`src/common/rtc_params.svh`:
```
`ifndef RTC_PARAMS_SVH
`define RTC_PARAMS_SVH

// register byte addresses
`define RTC_OFS_CONTROL      16'hf024
`define RTC_OFS_COUNT        16'hf028
`define RTC_OFS_CMP0         16'hf02c
`define RTC_OFS_CMP1         16'hf030
`define RTC_OFS_CMP2         16'hf034
`define RTC_OFS_FLAGS        16'hf038
`define RTC_CMP_STRIDE       16'h0004

// control field positions
`define RTC_CTL_RUN_BIT      0
`define RTC_CTL_CLEAR_BIT    1
`define RTC_CTL_PRESC_LSB    2
`define RTC_CTL_PRESC_MSB    13
`define RTC_CTL_IRQ_EN_LSB   14
`define RTC_CTL_IRQ_EN_MSB   18
`define RTC_CTL_EVT_EN_LSB   19
`define RTC_CTL_EVT_EN_MSB   23

// source vector positions, shared by event and interrupt enables
`define RTC_SRC_TICK         0
`define RTC_SRC_CMP_LSB      1
`define RTC_SRC_CMP_MSB      3
`define RTC_SRC_OVF          4
`define RTC_NUM_SRC          5

// result flag positions
`define RTC_FLAG_CMP_LSB     0
`define RTC_FLAG_CMP_MSB     2
`define RTC_FLAG_OVF_BIT     3
`define RTC_NUM_FLAGS        4

// reset and special values
`define RTC_CTL_RESET        32'h00000000
`define RTC_COUNT_RESET      24'h000000
`define RTC_CMP_RESET        24'h000000
`define RTC_FLAGS_RESET      4'h0
`define RTC_MAGIC_WORD       32'h05a5a5a5
`define RTC_PRESET_VALUE     24'hfffff0

`endif

```
`src/common/rtc_pkg.sv`:
```
package rtc_pkg;

  typedef logic [23:0] count_type;
  typedef logic [11:0] presc_type;
  typedef logic [4:0]  src_vec_type;
  typedef logic [3:0]  flag_vec_type;
  typedef logic [31:0] word_type;

endpackage : rtc_pkg

```
`src/common/rtc_cmp_if.sv`:
```
`timescale 1ns/10ps

interface rtc_cmp_if #(
  parameter int NUM_CMP = 3,
  parameter int COUNT_W = 24
);
  logic [NUM_CMP-1:0] wr_en;
  logic [COUNT_W-1:0] wdata;
  logic               step;
  logic [COUNT_W-1:0] count_next;
  logic [COUNT_W-1:0] value [NUM_CMP];
  logic [NUM_CMP-1:0] match;

  modport core (output wr_en, output wdata, output step, output count_next,
                input value, input match);
  modport bank (input wr_en, input wdata, input step, input count_next,
                output value, output match);
endinterface : rtc_cmp_if

```
`src/hw/low_power_rtc_counter.sv`:
```
// Contract
// - 24-bit up-counter advanced from the low-frequency clock, value in count register low bits.
// - count rate is 32768 over prescale plus one; prescale in control bits 13..2.
// - control bit 0 runs or stops counting; zero after reset, so stopped.
// - writing one to control bit 1 zeroes the count; bit self-clears next clock.
// - event outputs gated: overflow bit 23, comparators 22..20, tick bit 19.
// - interrupt requests gated: overflow bit 18, comparators 17..15, tick bit 14.
// - a periodic tick event comes from the prescaled clock.
// - count register read returns live 24-bit count, upper eight bits zero.
// - writing the magic word to count register presets it just below overflow.
// - three separate read-write 24-bit compare registers, reset to zero.
// - read-only flag register: comparators at bits 0..2, overflow at bit 3.
//
// Implementation choice: register access over APB.
`timescale 1ns/10ps
`include "rtc_params.svh"

module low_power_rtc_counter #(
  parameter int ADDR_W  = 16,
  parameter int NUM_CMP = 3,
  parameter int COUNT_W = 24
) (
  input  wire logic              clk_sys,        // system clock, 100 MHz
  input  wire logic              rst,            // synchronous reset, active high
  input  wire logic              low_freq_clock, // 32768 Hz clock level, sampled on clk_sys
  input  wire logic              psel,           // apb select
  input  wire logic              penable,        // apb access phase
  input  wire logic              pwrite,         // apb direction, high for write
  input  wire logic [ADDR_W-1:0] paddr,          // apb byte address
  input  wire logic [31:0]       pwdata,         // apb write data
  output logic      [31:0]       prdata,         // apb read data
  output logic                   pready,         // apb ready
  output logic                   pslverr,        // apb error, unmapped address
  output logic      [4:0]        event_out,      // gated event pulses
  output logic      [4:0]        irq_out         // gated interrupt request pulses
);

  initial begin
    if (ADDR_W < 16 || NUM_CMP != 3 || COUNT_W != 24) begin
      $error("low_power_rtc_counter: unsupported parameter values");
    end
  end

  localparam logic [ADDR_W-1:0] OFS_CTL  = ADDR_W'(`RTC_OFS_CONTROL);
  localparam logic [ADDR_W-1:0] OFS_CNT  = ADDR_W'(`RTC_OFS_COUNT);
  localparam logic [ADDR_W-1:0] OFS_CMP0 = ADDR_W'(`RTC_OFS_CMP0);
  localparam logic [ADDR_W-1:0] OFS_FLAG = ADDR_W'(`RTC_OFS_FLAGS);
  localparam logic [ADDR_W-1:0] STRIDE   = ADDR_W'(`RTC_CMP_STRIDE);

  // registers
  rtc_pkg::word_type     ctl_q;
  rtc_pkg::word_type     ctl_d;
  logic                  clear_q;
  logic                  clear_d;
  logic                  lf_q;
  rtc_pkg::presc_type    presc_q;
  rtc_pkg::presc_type    presc_d;
  rtc_pkg::count_type    count_q;
  rtc_pkg::count_type    count_d;
  rtc_pkg::flag_vec_type flags_q;
  rtc_pkg::flag_vec_type flags_d;
  rtc_pkg::flag_vec_type flag_snap_q;
  rtc_pkg::flag_vec_type flag_snap_d;
  rtc_pkg::word_type     prdata_q;
  rtc_pkg::word_type     prdata_d;
  logic                  err_q;
  logic                  err_d;
  rtc_pkg::src_vec_type  event_q;
  rtc_pkg::src_vec_type  irq_q;

  // bus decode
  logic                  setup_w;
  logic                  access_w;
  logic                  wr_w;
  logic                  rd_setup_w;
  logic                  rd_done_w;
  logic                  sel_ctl_w;
  logic                  sel_cnt_w;
  logic [NUM_CMP-1:0]    sel_cmp_w;
  logic                  sel_flag_w;
  logic                  hit_w;
  logic                  wr_ctl_w;
  logic                  wr_cnt_w;
  logic                  magic_w;
  rtc_pkg::word_type     ctl_rd_w;
  rtc_pkg::word_type     rd_mux_w;

  // counting path
  logic                  run_w;
  logic                  lf_rise_w;
  rtc_pkg::presc_type    presc_lim_w;
  logic                  presc_wrap_w;
  logic                  step_w;
  rtc_pkg::count_type    count_inc_w;
  logic                  ovf_w;
  logic [NUM_CMP-1:0]    match_w;
  rtc_pkg::src_vec_type  src_w;
  rtc_pkg::flag_vec_type flag_set_w;
  rtc_pkg::flag_vec_type flag_clr_w;
  logic                  presc_lock_w;

  rtc_cmp_if #(
    .NUM_CMP (NUM_CMP),
    .COUNT_W (COUNT_W)
  ) cmp_bus ();

  rtc_compare_bank #(
    .NUM_CMP (NUM_CMP),
    .COUNT_W (COUNT_W)
  ) u_compare_bank (
    .clk_sys (clk_sys),
    .rst     (rst),
    .cmp     (cmp_bus.bank)
  );

  // apb phases; zero wait states, read data is captured in setup
  assign setup_w    = psel & ~penable;
  assign access_w   = psel & penable;
  assign wr_w       = access_w & pwrite;
  assign rd_setup_w = setup_w & ~pwrite;
  assign rd_done_w  = access_w & ~pwrite;

  assign sel_ctl_w  = (paddr == OFS_CTL);
  assign sel_cnt_w  = (paddr == OFS_CNT);
  assign sel_flag_w = (paddr == OFS_FLAG);

  genvar i;
  generate
    for (i = 0; i < NUM_CMP; i++) begin : g_sel
      localparam logic [ADDR_W-1:0] OFS_I = ADDR_W'(OFS_CMP0 + ADDR_W'(i) * STRIDE);
      assign sel_cmp_w[i] = (paddr == OFS_I);
    end
  endgenerate

  assign hit_w    = sel_ctl_w | sel_cnt_w | (|sel_cmp_w) | sel_flag_w;
  assign wr_ctl_w = wr_w & sel_ctl_w;
  assign wr_cnt_w = wr_w & sel_cnt_w;
  // any other value written to the count register is dropped
  assign magic_w  = wr_cnt_w & (pwdata == `RTC_MAGIC_WORD);

  assign pready   = 1'b1;
  assign pslverr  = access_w & err_q;
  assign prdata   = prdata_q;

  // control: prescale frozen while running, clear bit kept apart
  assign run_w        = ctl_q[`RTC_CTL_RUN_BIT];
  assign presc_lock_w = run_w;

  always_comb begin
    ctl_d = ctl_q;
    if (wr_ctl_w) begin
      ctl_d = pwdata;
      ctl_d[`RTC_CTL_CLEAR_BIT] = 1'b0;
      if (presc_lock_w) begin
        ctl_d[`RTC_CTL_PRESC_MSB:`RTC_CTL_PRESC_LSB] = ctl_q[`RTC_CTL_PRESC_MSB:`RTC_CTL_PRESC_LSB];
      end
    end
  end

  assign clear_d = wr_ctl_w & pwdata[`RTC_CTL_CLEAR_BIT];

  always_comb begin
    ctl_rd_w = ctl_q;
    ctl_rd_w[`RTC_CTL_CLEAR_BIT] = clear_q;
  end

  // read selection
  assign rd_mux_w = sel_ctl_w    ? ctl_rd_w :
                    sel_cnt_w    ? {8'h00, count_q} :
                    sel_cmp_w[0] ? {8'h00, cmp_bus.value[0]} :
                    sel_cmp_w[1] ? {8'h00, cmp_bus.value[1]} :
                    sel_cmp_w[2] ? {8'h00, cmp_bus.value[2]} :
                    sel_flag_w   ? {28'h0000000, flags_q} :
                    32'h00000000;

  assign prdata_d = rd_setup_w ? rd_mux_w : prdata_q;
  assign err_d    = setup_w ? ~hit_w : err_q;

  // only flags actually reported to software are cleared by the read
  assign flag_snap_d = (rd_setup_w & sel_flag_w) ? flags_q :
                       setup_w                   ? 4'h0 :
                       flag_snap_q;
  assign flag_clr_w  = rd_done_w ? flag_snap_q : 4'h0;

  // prescaler: one step every prescale+1 rising edges of the slow clock
  assign lf_rise_w    = low_freq_clock & ~lf_q;
  assign presc_lim_w  = ctl_q[`RTC_CTL_PRESC_MSB:`RTC_CTL_PRESC_LSB];
  assign presc_wrap_w = (presc_q == presc_lim_w);
  assign step_w       = run_w & lf_rise_w & presc_wrap_w & ~clear_q & ~magic_w;

  always_comb begin
    presc_d = presc_q;
    if (clear_q) begin
      presc_d = 12'h000;
    end else if (run_w & lf_rise_w) begin
      presc_d = presc_wrap_w ? 12'h000 : presc_q + 12'h001;
    end
  end

  // counter: clear beats preset beats step
  assign count_inc_w = count_q + 24'h000001;
  assign ovf_w       = step_w & (&count_q);

  always_comb begin
    count_d = count_q;
    if (clear_q) begin
      count_d = `RTC_COUNT_RESET;
    end else if (magic_w) begin
      count_d = `RTC_PRESET_VALUE;
    end else if (step_w) begin
      count_d = count_inc_w;
    end
  end

  // comparators see the value the counter is stepping to
  assign cmp_bus.wr_en      = sel_cmp_w & {NUM_CMP{wr_w}};
  assign cmp_bus.wdata      = pwdata[COUNT_W-1:0];
  assign cmp_bus.step       = step_w;
  assign cmp_bus.count_next = count_inc_w;
  assign match_w            = cmp_bus.match;

  // sources: tick on every counter step
  assign src_w = {ovf_w, match_w, step_w};

  // set wins over the read clear
  assign flag_set_w = {ovf_w, match_w};
  assign flags_d    = (flags_q & ~flag_clr_w) | flag_set_w;

  always_ff @(posedge clk_sys) begin
    if (rst) begin
      ctl_q   <= `RTC_CTL_RESET;
      clear_q <= 1'b0;
    end else begin
      ctl_q   <= ctl_d;
      clear_q <= clear_d;
    end
  end

  always_ff @(posedge clk_sys) begin
    if (rst) begin
      lf_q    <= 1'b0;
      presc_q <= 12'h000;
      count_q <= `RTC_COUNT_RESET;
    end else begin
      lf_q    <= low_freq_clock;
      presc_q <= presc_d;
      count_q <= count_d;
    end
  end

  always_ff @(posedge clk_sys) begin
    if (rst) begin
      flags_q     <= `RTC_FLAGS_RESET;
      flag_snap_q <= 4'h0;
    end else begin
      flags_q     <= flags_d;
      flag_snap_q <= flag_snap_d;
    end
  end

  always_ff @(posedge clk_sys) begin
    if (rst) begin
      prdata_q <= 32'h00000000;
      err_q    <= 1'b0;
    end else begin
      prdata_q <= prdata_d;
      err_q    <= err_d;
    end
  end

  // gated outputs, one cycle after the source
  always_ff @(posedge clk_sys) begin
    if (rst) begin
      event_q <= 5'h00;
      irq_q   <= 5'h00;
    end else begin
      event_q <= src_w & ctl_q[`RTC_CTL_EVT_EN_MSB:`RTC_CTL_EVT_EN_LSB];
      irq_q   <= src_w & ctl_q[`RTC_CTL_IRQ_EN_MSB:`RTC_CTL_IRQ_EN_LSB];
    end
  end

  assign event_out = event_q;
  assign irq_out   = irq_q;

endmodule : low_power_rtc_counter

```
`src/hw/rtc_compare_bank.sv`:
```
`timescale 1ns/10ps
`include "rtc_params.svh"

module rtc_compare_bank #(
  parameter int NUM_CMP = 3,
  parameter int COUNT_W = 24
) (
  input  wire logic clk_sys, // system clock
  input  wire logic rst,     // synchronous reset, active high
  rtc_cmp_if.bank   cmp      // compare registers and match strobes
);

  initial begin
    if (NUM_CMP < 1 || COUNT_W != 24) begin
      $error("rtc_compare_bank: unsupported NUM_CMP or COUNT_W");
    end
  end

  genvar i;
  generate
    for (i = 0; i < NUM_CMP; i++) begin : g_cmp
      logic [COUNT_W-1:0] value_q;

      always_ff @(posedge clk_sys) begin
        if (rst) begin
          value_q <= `RTC_CMP_RESET;
        end else if (cmp.wr_en[i]) begin
          value_q <= cmp.wdata;
        end
      end

      assign cmp.value[i] = value_q;
      // match only on a real step, so a write equal to the count stays quiet
      assign cmp.match[i] = cmp.step & (cmp.count_next == value_q);
    end
  endgenerate

endmodule : rtc_compare_bank

```
`config.mk`:
```
export PLATFORM = sky130hd
export DESIGN_NAME = low_power_rtc_counter
export DESIGN_NICKNAME = d
export VERILOG_FILES = /design/src/common/rtc_pkg.sv /design/src/common/rtc_cmp_if.sv /design/src/hw/low_power_rtc_counter.sv /design/src/hw/rtc_compare_bank.sv
export VERILOG_INCLUDE_DIRS = /design/src /design/src/common
export SDC_FILE = /design/constraint.sdc
export NUM_CORES = 1
export LEC_CHECK = 0
export BUFFER_PORTS_ARGS = -buffer_cell sky130_fd_sc_hd__buf_2
export CORE_MARGIN = 2
export CORE_UTILIZATION = 35
export DETAILED_ROUTE_END_ITERATION = 10
export MAX_ROUTING_LAYER = met4
export PLACE_DENSITY = 0.64
export SLEW_MARGIN = 25
export SYNTH_ARGS = -nofsm -noshare
export SYNTH_HDL_FRONTEND = slang
export SYNTH_HIERARCHICAL = 1
export SYNTH_SLANG_ARGS = --single-unit
```
`constraint.sdc`:
```
create_clock -name clk_sys -period 3.4 [get_ports clk_sys]
set_input_delay 0.51 -clock clk_sys [delete_from_list [all_inputs] [get_ports clk_sys]]
set_output_delay 0.51 -clock clk_sys [all_outputs]
set_load 0.02 [all_outputs]
```
**Word level (Yosys, flattened, before mapping)**

Index checks and enable logic that the tools add are counted.

- Flip-flop bits (word level): 192
- Latch bits: 0
- RAM bits: 0
- ROM bits: 0
- Input port bits: 54
- Logic and storage cells: 84
- Memories: 0

- Add/subtract/negate cells: 2
- Multipliers: 0
- Div/mod/pow operators: 0
- Order comparisons: 0
- Equality and inequality tests: 11
- Shifts and indexed selects: 0
- Muxes and demuxes: 12
- Bitwise gates (word level): 36
- Reductions and logical operators: 7

Operator list:

| kind | count |
|---|---|
| $mux W24 | 6 |
| $eq A16 B16 Y1 const B | 6 |
| $eq A24 B24 Y1 | 3 |
| $eq A32 B27 Y1 const B | 1 |
| $mux W32 | 1 |
| $add A24 B1 Y24 const B | 1 |
| $reduce_and A24 Y1 | 1 |
| $and A1 B1 Y1 | 20 |
| $mux W4 | 4 |
| $add A12 B1 Y12 const B | 1 |
| $eq A12 B12 Y1 | 1 |
| $mux W12 | 1 |
| $and A5 B5 Y5 | 2 |
| $not A1 Y1 | 7 |
| $reduce_or A3 Y1 | 2 |
| $and A4 B4 Y4 | 1 |
| $not A4 Y4 | 1 |
| $or A4 B4 Y4 | 1 |
| $reduce_bool A2 Y1 | 2 |
| $and A3 B3 Y3 | 1 |
| $or A1 B1 Y1 | 3 |
| $reduce_and A2 Y1 | 1 |
| $reduce_or A2 Y1 | 1 |

**Longest topological paths before layout**

- Word-level depth: 8
- Mapped depth: 12
- Mapped depth without buffers: 11

**Modules after synthesis**

Netlist, hierarchy kept.

Modules (own cells, without submodules):

| module | times used | cells an instance | area an instance (µm²) | seq. area each (µm²) |
|---|---|---|---|---|
| low_power_rtc_counter | 1 | 759 | 6258.5 | 2402.3 |
| rtc_compare_bank | 1 | 332 | 3321.9 | 1441.4 |

**Worst setup path after synthesis**

Ideal clock, no wire load.

- Kind: reg-to-reg
- From: register count_q[0]
- To: register event_q[3], in the netlist event_out[3]
- Arrival: 2573 ps
- Data required time: 3340 ps
- Slack: 767 ps
- Cell stages (with the launch flop): 11
- Path through: dfxtp_1 ha_1 nand3_1 nor4_2 nand3_1 xnor2_1 xor2_1 nor4_1 nand3_1 nor4_2 and3b_1

- Cells in the longest elaborated chain, start to end: 4

RTL lines:

| what | line | RTL |
|---|---|---|
| start, declared | low_power_rtc_counter.sv:58 | `rtc_pkg::count_type count_q;` |
| start signal, assigned | low_power_rtc_counter.sv:243 | `` count_q <= `RTC_COUNT_RESET; `` |
| start signal, assigned | low_power_rtc_counter.sv:247 | `count_q <= count_d;` |
| $add A24 B1 Y24 | low_power_rtc_counter.sv:201 | `assign count_inc_w = count_q + 24'h000001;` |
| via cmp_bus.count_next[22] | rtc_cmp_if.sv:10 | `logic [COUNT_W-1:0] count_next;` |
| $eq A24 B24 Y1 | rtc_compare_bank.sv:34 | `assign cmp.match[i] = cmp.step & (cmp.count_next == value_q);` |
| $and A1 B1 Y1 | rtc_compare_bank.sv:34 |  |
| via cmp_bus.match[2] | rtc_cmp_if.sv:12 | `logic [NUM_CMP-1:0] match;` |
| $and A5 B5 Y5 | low_power_rtc_counter.sv:277 | `` event_q <= src_w & ctl_q[`RTC_CTL_EVT_EN_MSB:`RTC_CTL_EVT_EN_LSB]; `` |
| end signal, assigned | low_power_rtc_counter.sv:277 |  |
| end, declared | low_power_rtc_counter.sv:68 | `rtc_pkg::src_vec_type event_q;` |

The timed path passes the listed nets, and every way through them passes these cells.
A chain may end at the register's enable or synchronous reset.

**Worst setup path after layout**

- From: register count_q[8]
- To: register event_q[1], in the netlist event_out[1]

Same word-level chain as after synthesis.

==> results.cfg <==
[final_layout]
drive_above_1_share_pct = 16.8
diodes = 0
layout_common_cells = 192 x dfxtp_1, 135 x nor2_1, 95 x buf_2
finalNetCount = 1218
final_area_mm2 = 0.0110
syn_to_final_growth_pct = 15.2
final_common_cell = dfxtp_1

[pwr]
finalPower_mw = 4.61
power.density_mw_per_mm2 = 417
ir_drop_uv = 302
leakage_nw = 4.21

[route]
dr_total_vias = 8647
ant_nets = 0
wl_per_cell_um = 20.8
firstDrtPassIters = 5
drt-initial-drc-count = 914
vias_per_cell = 5.70
drt-total-wl_mm = 31.6
drc = 0

[min_path]
whs_endpoint = lf_q
hold_path.class = primary input to flop
hold_start = low_freq_clock
whs_path_depth = 2

[setup_path]
cp_max_fo = 7
worst-r2r-cell-count = 10
start_kind = flop
worstPathArrival_ns = 3.58
reg2reg_to = event_out[1]
cp-end-kind = flop
rr_startpoint = count_q[8]
path_class = flop to flop
crit_required_ns = 3.78
ff2ff_setup_slack_ns = 0.20

[outcome]
outcome = finished, final reports clean

[floorplan]
ios = 98
die_w_um = 169
fp.dieArea_mm2 = 0.0287
rows = 60
start_util_pct = 35.5
dieHeight_um = 169
core_mm2 = 0.0270

[clocking]
cts_buffers = 17
clkSinkCount = 192
cts_tree = built
clk_latency_ns = 0.44
cts-root-buf = clkbuf_16
cts_max_level = 4
clk_pin_slew_ns = 0.08
clock_path_buffers = 2

[grt]
grt_max_degree = 80
overflow = 0
grt_first_pass_wirelength_mm = 48.0
met2_usage_pct = 32.9
busiest_layer = met2
antenna_found_initial = 0
grtUsageMet1_pct = 31.6
first_global_vias = 7939
grt_util_met3_pct = 3.71
grt_use_total_pct = 22.5

[sta]
slew_headroom_pct = 42.4
fin_crit_ns = 3.20
fin_setup_tns_ns = 0
clock.fmax_mhz = 312
hold_viol_final = 0
rsz0062_at_grt = false
drv_slew = 0
min_period_over_period_pct = 94.2
setup_viol = 0
finClkSkew_ns = 0.0118
worst_slew_pin_slew_ns = 0.864
worst_slack_ns = 0.199
hold_ws_ns = 0.312

[synth]
netlist_instances = 1091
ys_seq_area_share_pct = 40.1
syn-num-nets = 1147
synth.ff_latch_count = 192
synth_cell_type_count = 51
synth_area_mm2 = 0.00958
async_flop_share_pct = 0
synth_ff_type = dfxtp_1
avgSynthCellArea_um2 = 8.78
synth_edf_count = 0
yosys_warnings = 6

[run]
cap_violations = 0

[placement]
placed_area_mm2 = 0.0104
hpwlAfterDp_mm = 23.5
globalplace.congestion = 0.979
dpl_worst_slack_ns = 0.246
port_buffers = 96
kinds of logic after synthesis:
kind of cell | Yosys count | synth area share [%]
AO/OA/AOI/OAI | 193 | 13.0
multiplexers | 73 | 7.63
adder cells (fa/ha/maj) | 2 | 0.261
flip-flops | 192 | 40.1
XOR/XNOR | 119 | 10.9
other | 1 | 0.0391
buffers and inverters | 82 | 3.79
AND/OR/NAND/NOR | 429 | 24.2
flip-flops by register name (all words and copies together), names as in the netlist:
signal                        flops
ctl_q                            31
count_q                          24
irq_out                           5
flags_q                           4
u_compare_bank/g_cmp.value_q     72
flag_snap_q                       4
event_out                         5
prdata                           32
err_q                             1
clear_q                           1
lf_q                              1
presc_q                          12
worst max path at each step:
stage	from	endpoint	slack, ns
after floorplan	count_q[0]	event_out[3]	0.77
after global placement	count_q[8]	irq_out[2]	0.37
after detailed placement	count_q[0]	event_out[3]	0.25
after CTS	count_q[0]	irq_out[3]	0.25
after global routing	count_q[0]	irq_out[1]	0.005
final	count_q[8]	event_out[1]	0.20
metrics by stage:
stage,utilization [%],cells
floorplan,-,1091
global placement,38.6,1484
detailed placement,38.6,1484
CTS,40.9,1516
global route,40.9,1516
finish,40.9,1516
critical path, cell delays in order (launching register included):
cell and delay [ns]:
dfxtp_1 0.51, nand4_1 0.29, nor2_1 0.36, nand3_1 0.14, nor2_1 0.15, xor2_1 0.42, xor2_1 0.14, nor4_1 0.31
nand3_1 0.18, nor4_2 0.43, and3b_1 0.22
Yosys cell counts (7+ instances only):
cell type | n | share of area [%]
a21oi_1 | 75 | 3.9
nand2_1 | 79 | 3.1
and2_1 | 7 | 0.46
buf_2 | 17 | 0.89
nor4_1 | 15 | 0.98
nor3_2 | 8 | 0.84
nor2_1 | 136 | 5.3
a22oi_1 | 44 | 3.4
mux2i_1 | 73 | 7.6
and4_2 | 8 | 0.84
and4_1 | 14 | 1.3
o21ai_0 | 15 | 0.78
nand3_1 | 30 | 1.6
nand4_1 | 16 | 1.0
and3_1 | 23 | 1.5
dfxtp_1 | 192 | 40
and3b_1 | 9 | 0.82
a211oi_1 | 40 | 3.1
xnor2_1 | 51 | 4.7
clkbuf_1 | 51 | 2.0
xor2_1 | 68 | 6.2
nor3_1 | 40 | 2.1
metal layers:
layer,part of all wire [%],routed length [um],up-vias
met5,0,0,-
met4,2.8,894,0
met3,7.1,2230,56
met2,44,13900,343
met1,46,14600,4216
li1,-,-,4032
power breakdown:
group          total [mW]  switching [mW]  internal, mW
clock                2.11            1.04          1.07
combinational       0.233           0.165        0.0673
sequential           2.27         0.00664          2.26
total                4.61            1.21          3.40
layout make-up:
cell class / count / area, um^2
flip-flops and latches: 192 / 3840
multi-input cells: 817 / 5410
well taps: 341 / 427
inverters: 6 / 22.5
clock buffers: 17 / 425
repair buffers: 128 / 723
fillers: 2690 / 15900
clock inverters: 15 / 183
timing repair:
action / CTS / global route
endpoints found under the setup margin: 0 / 8
setup buffers: 0 / 0
gates resized for setup: 0 / 2
hold buffers: 0 / 0
Note: power is estimated with default switching activity, not from simulation.
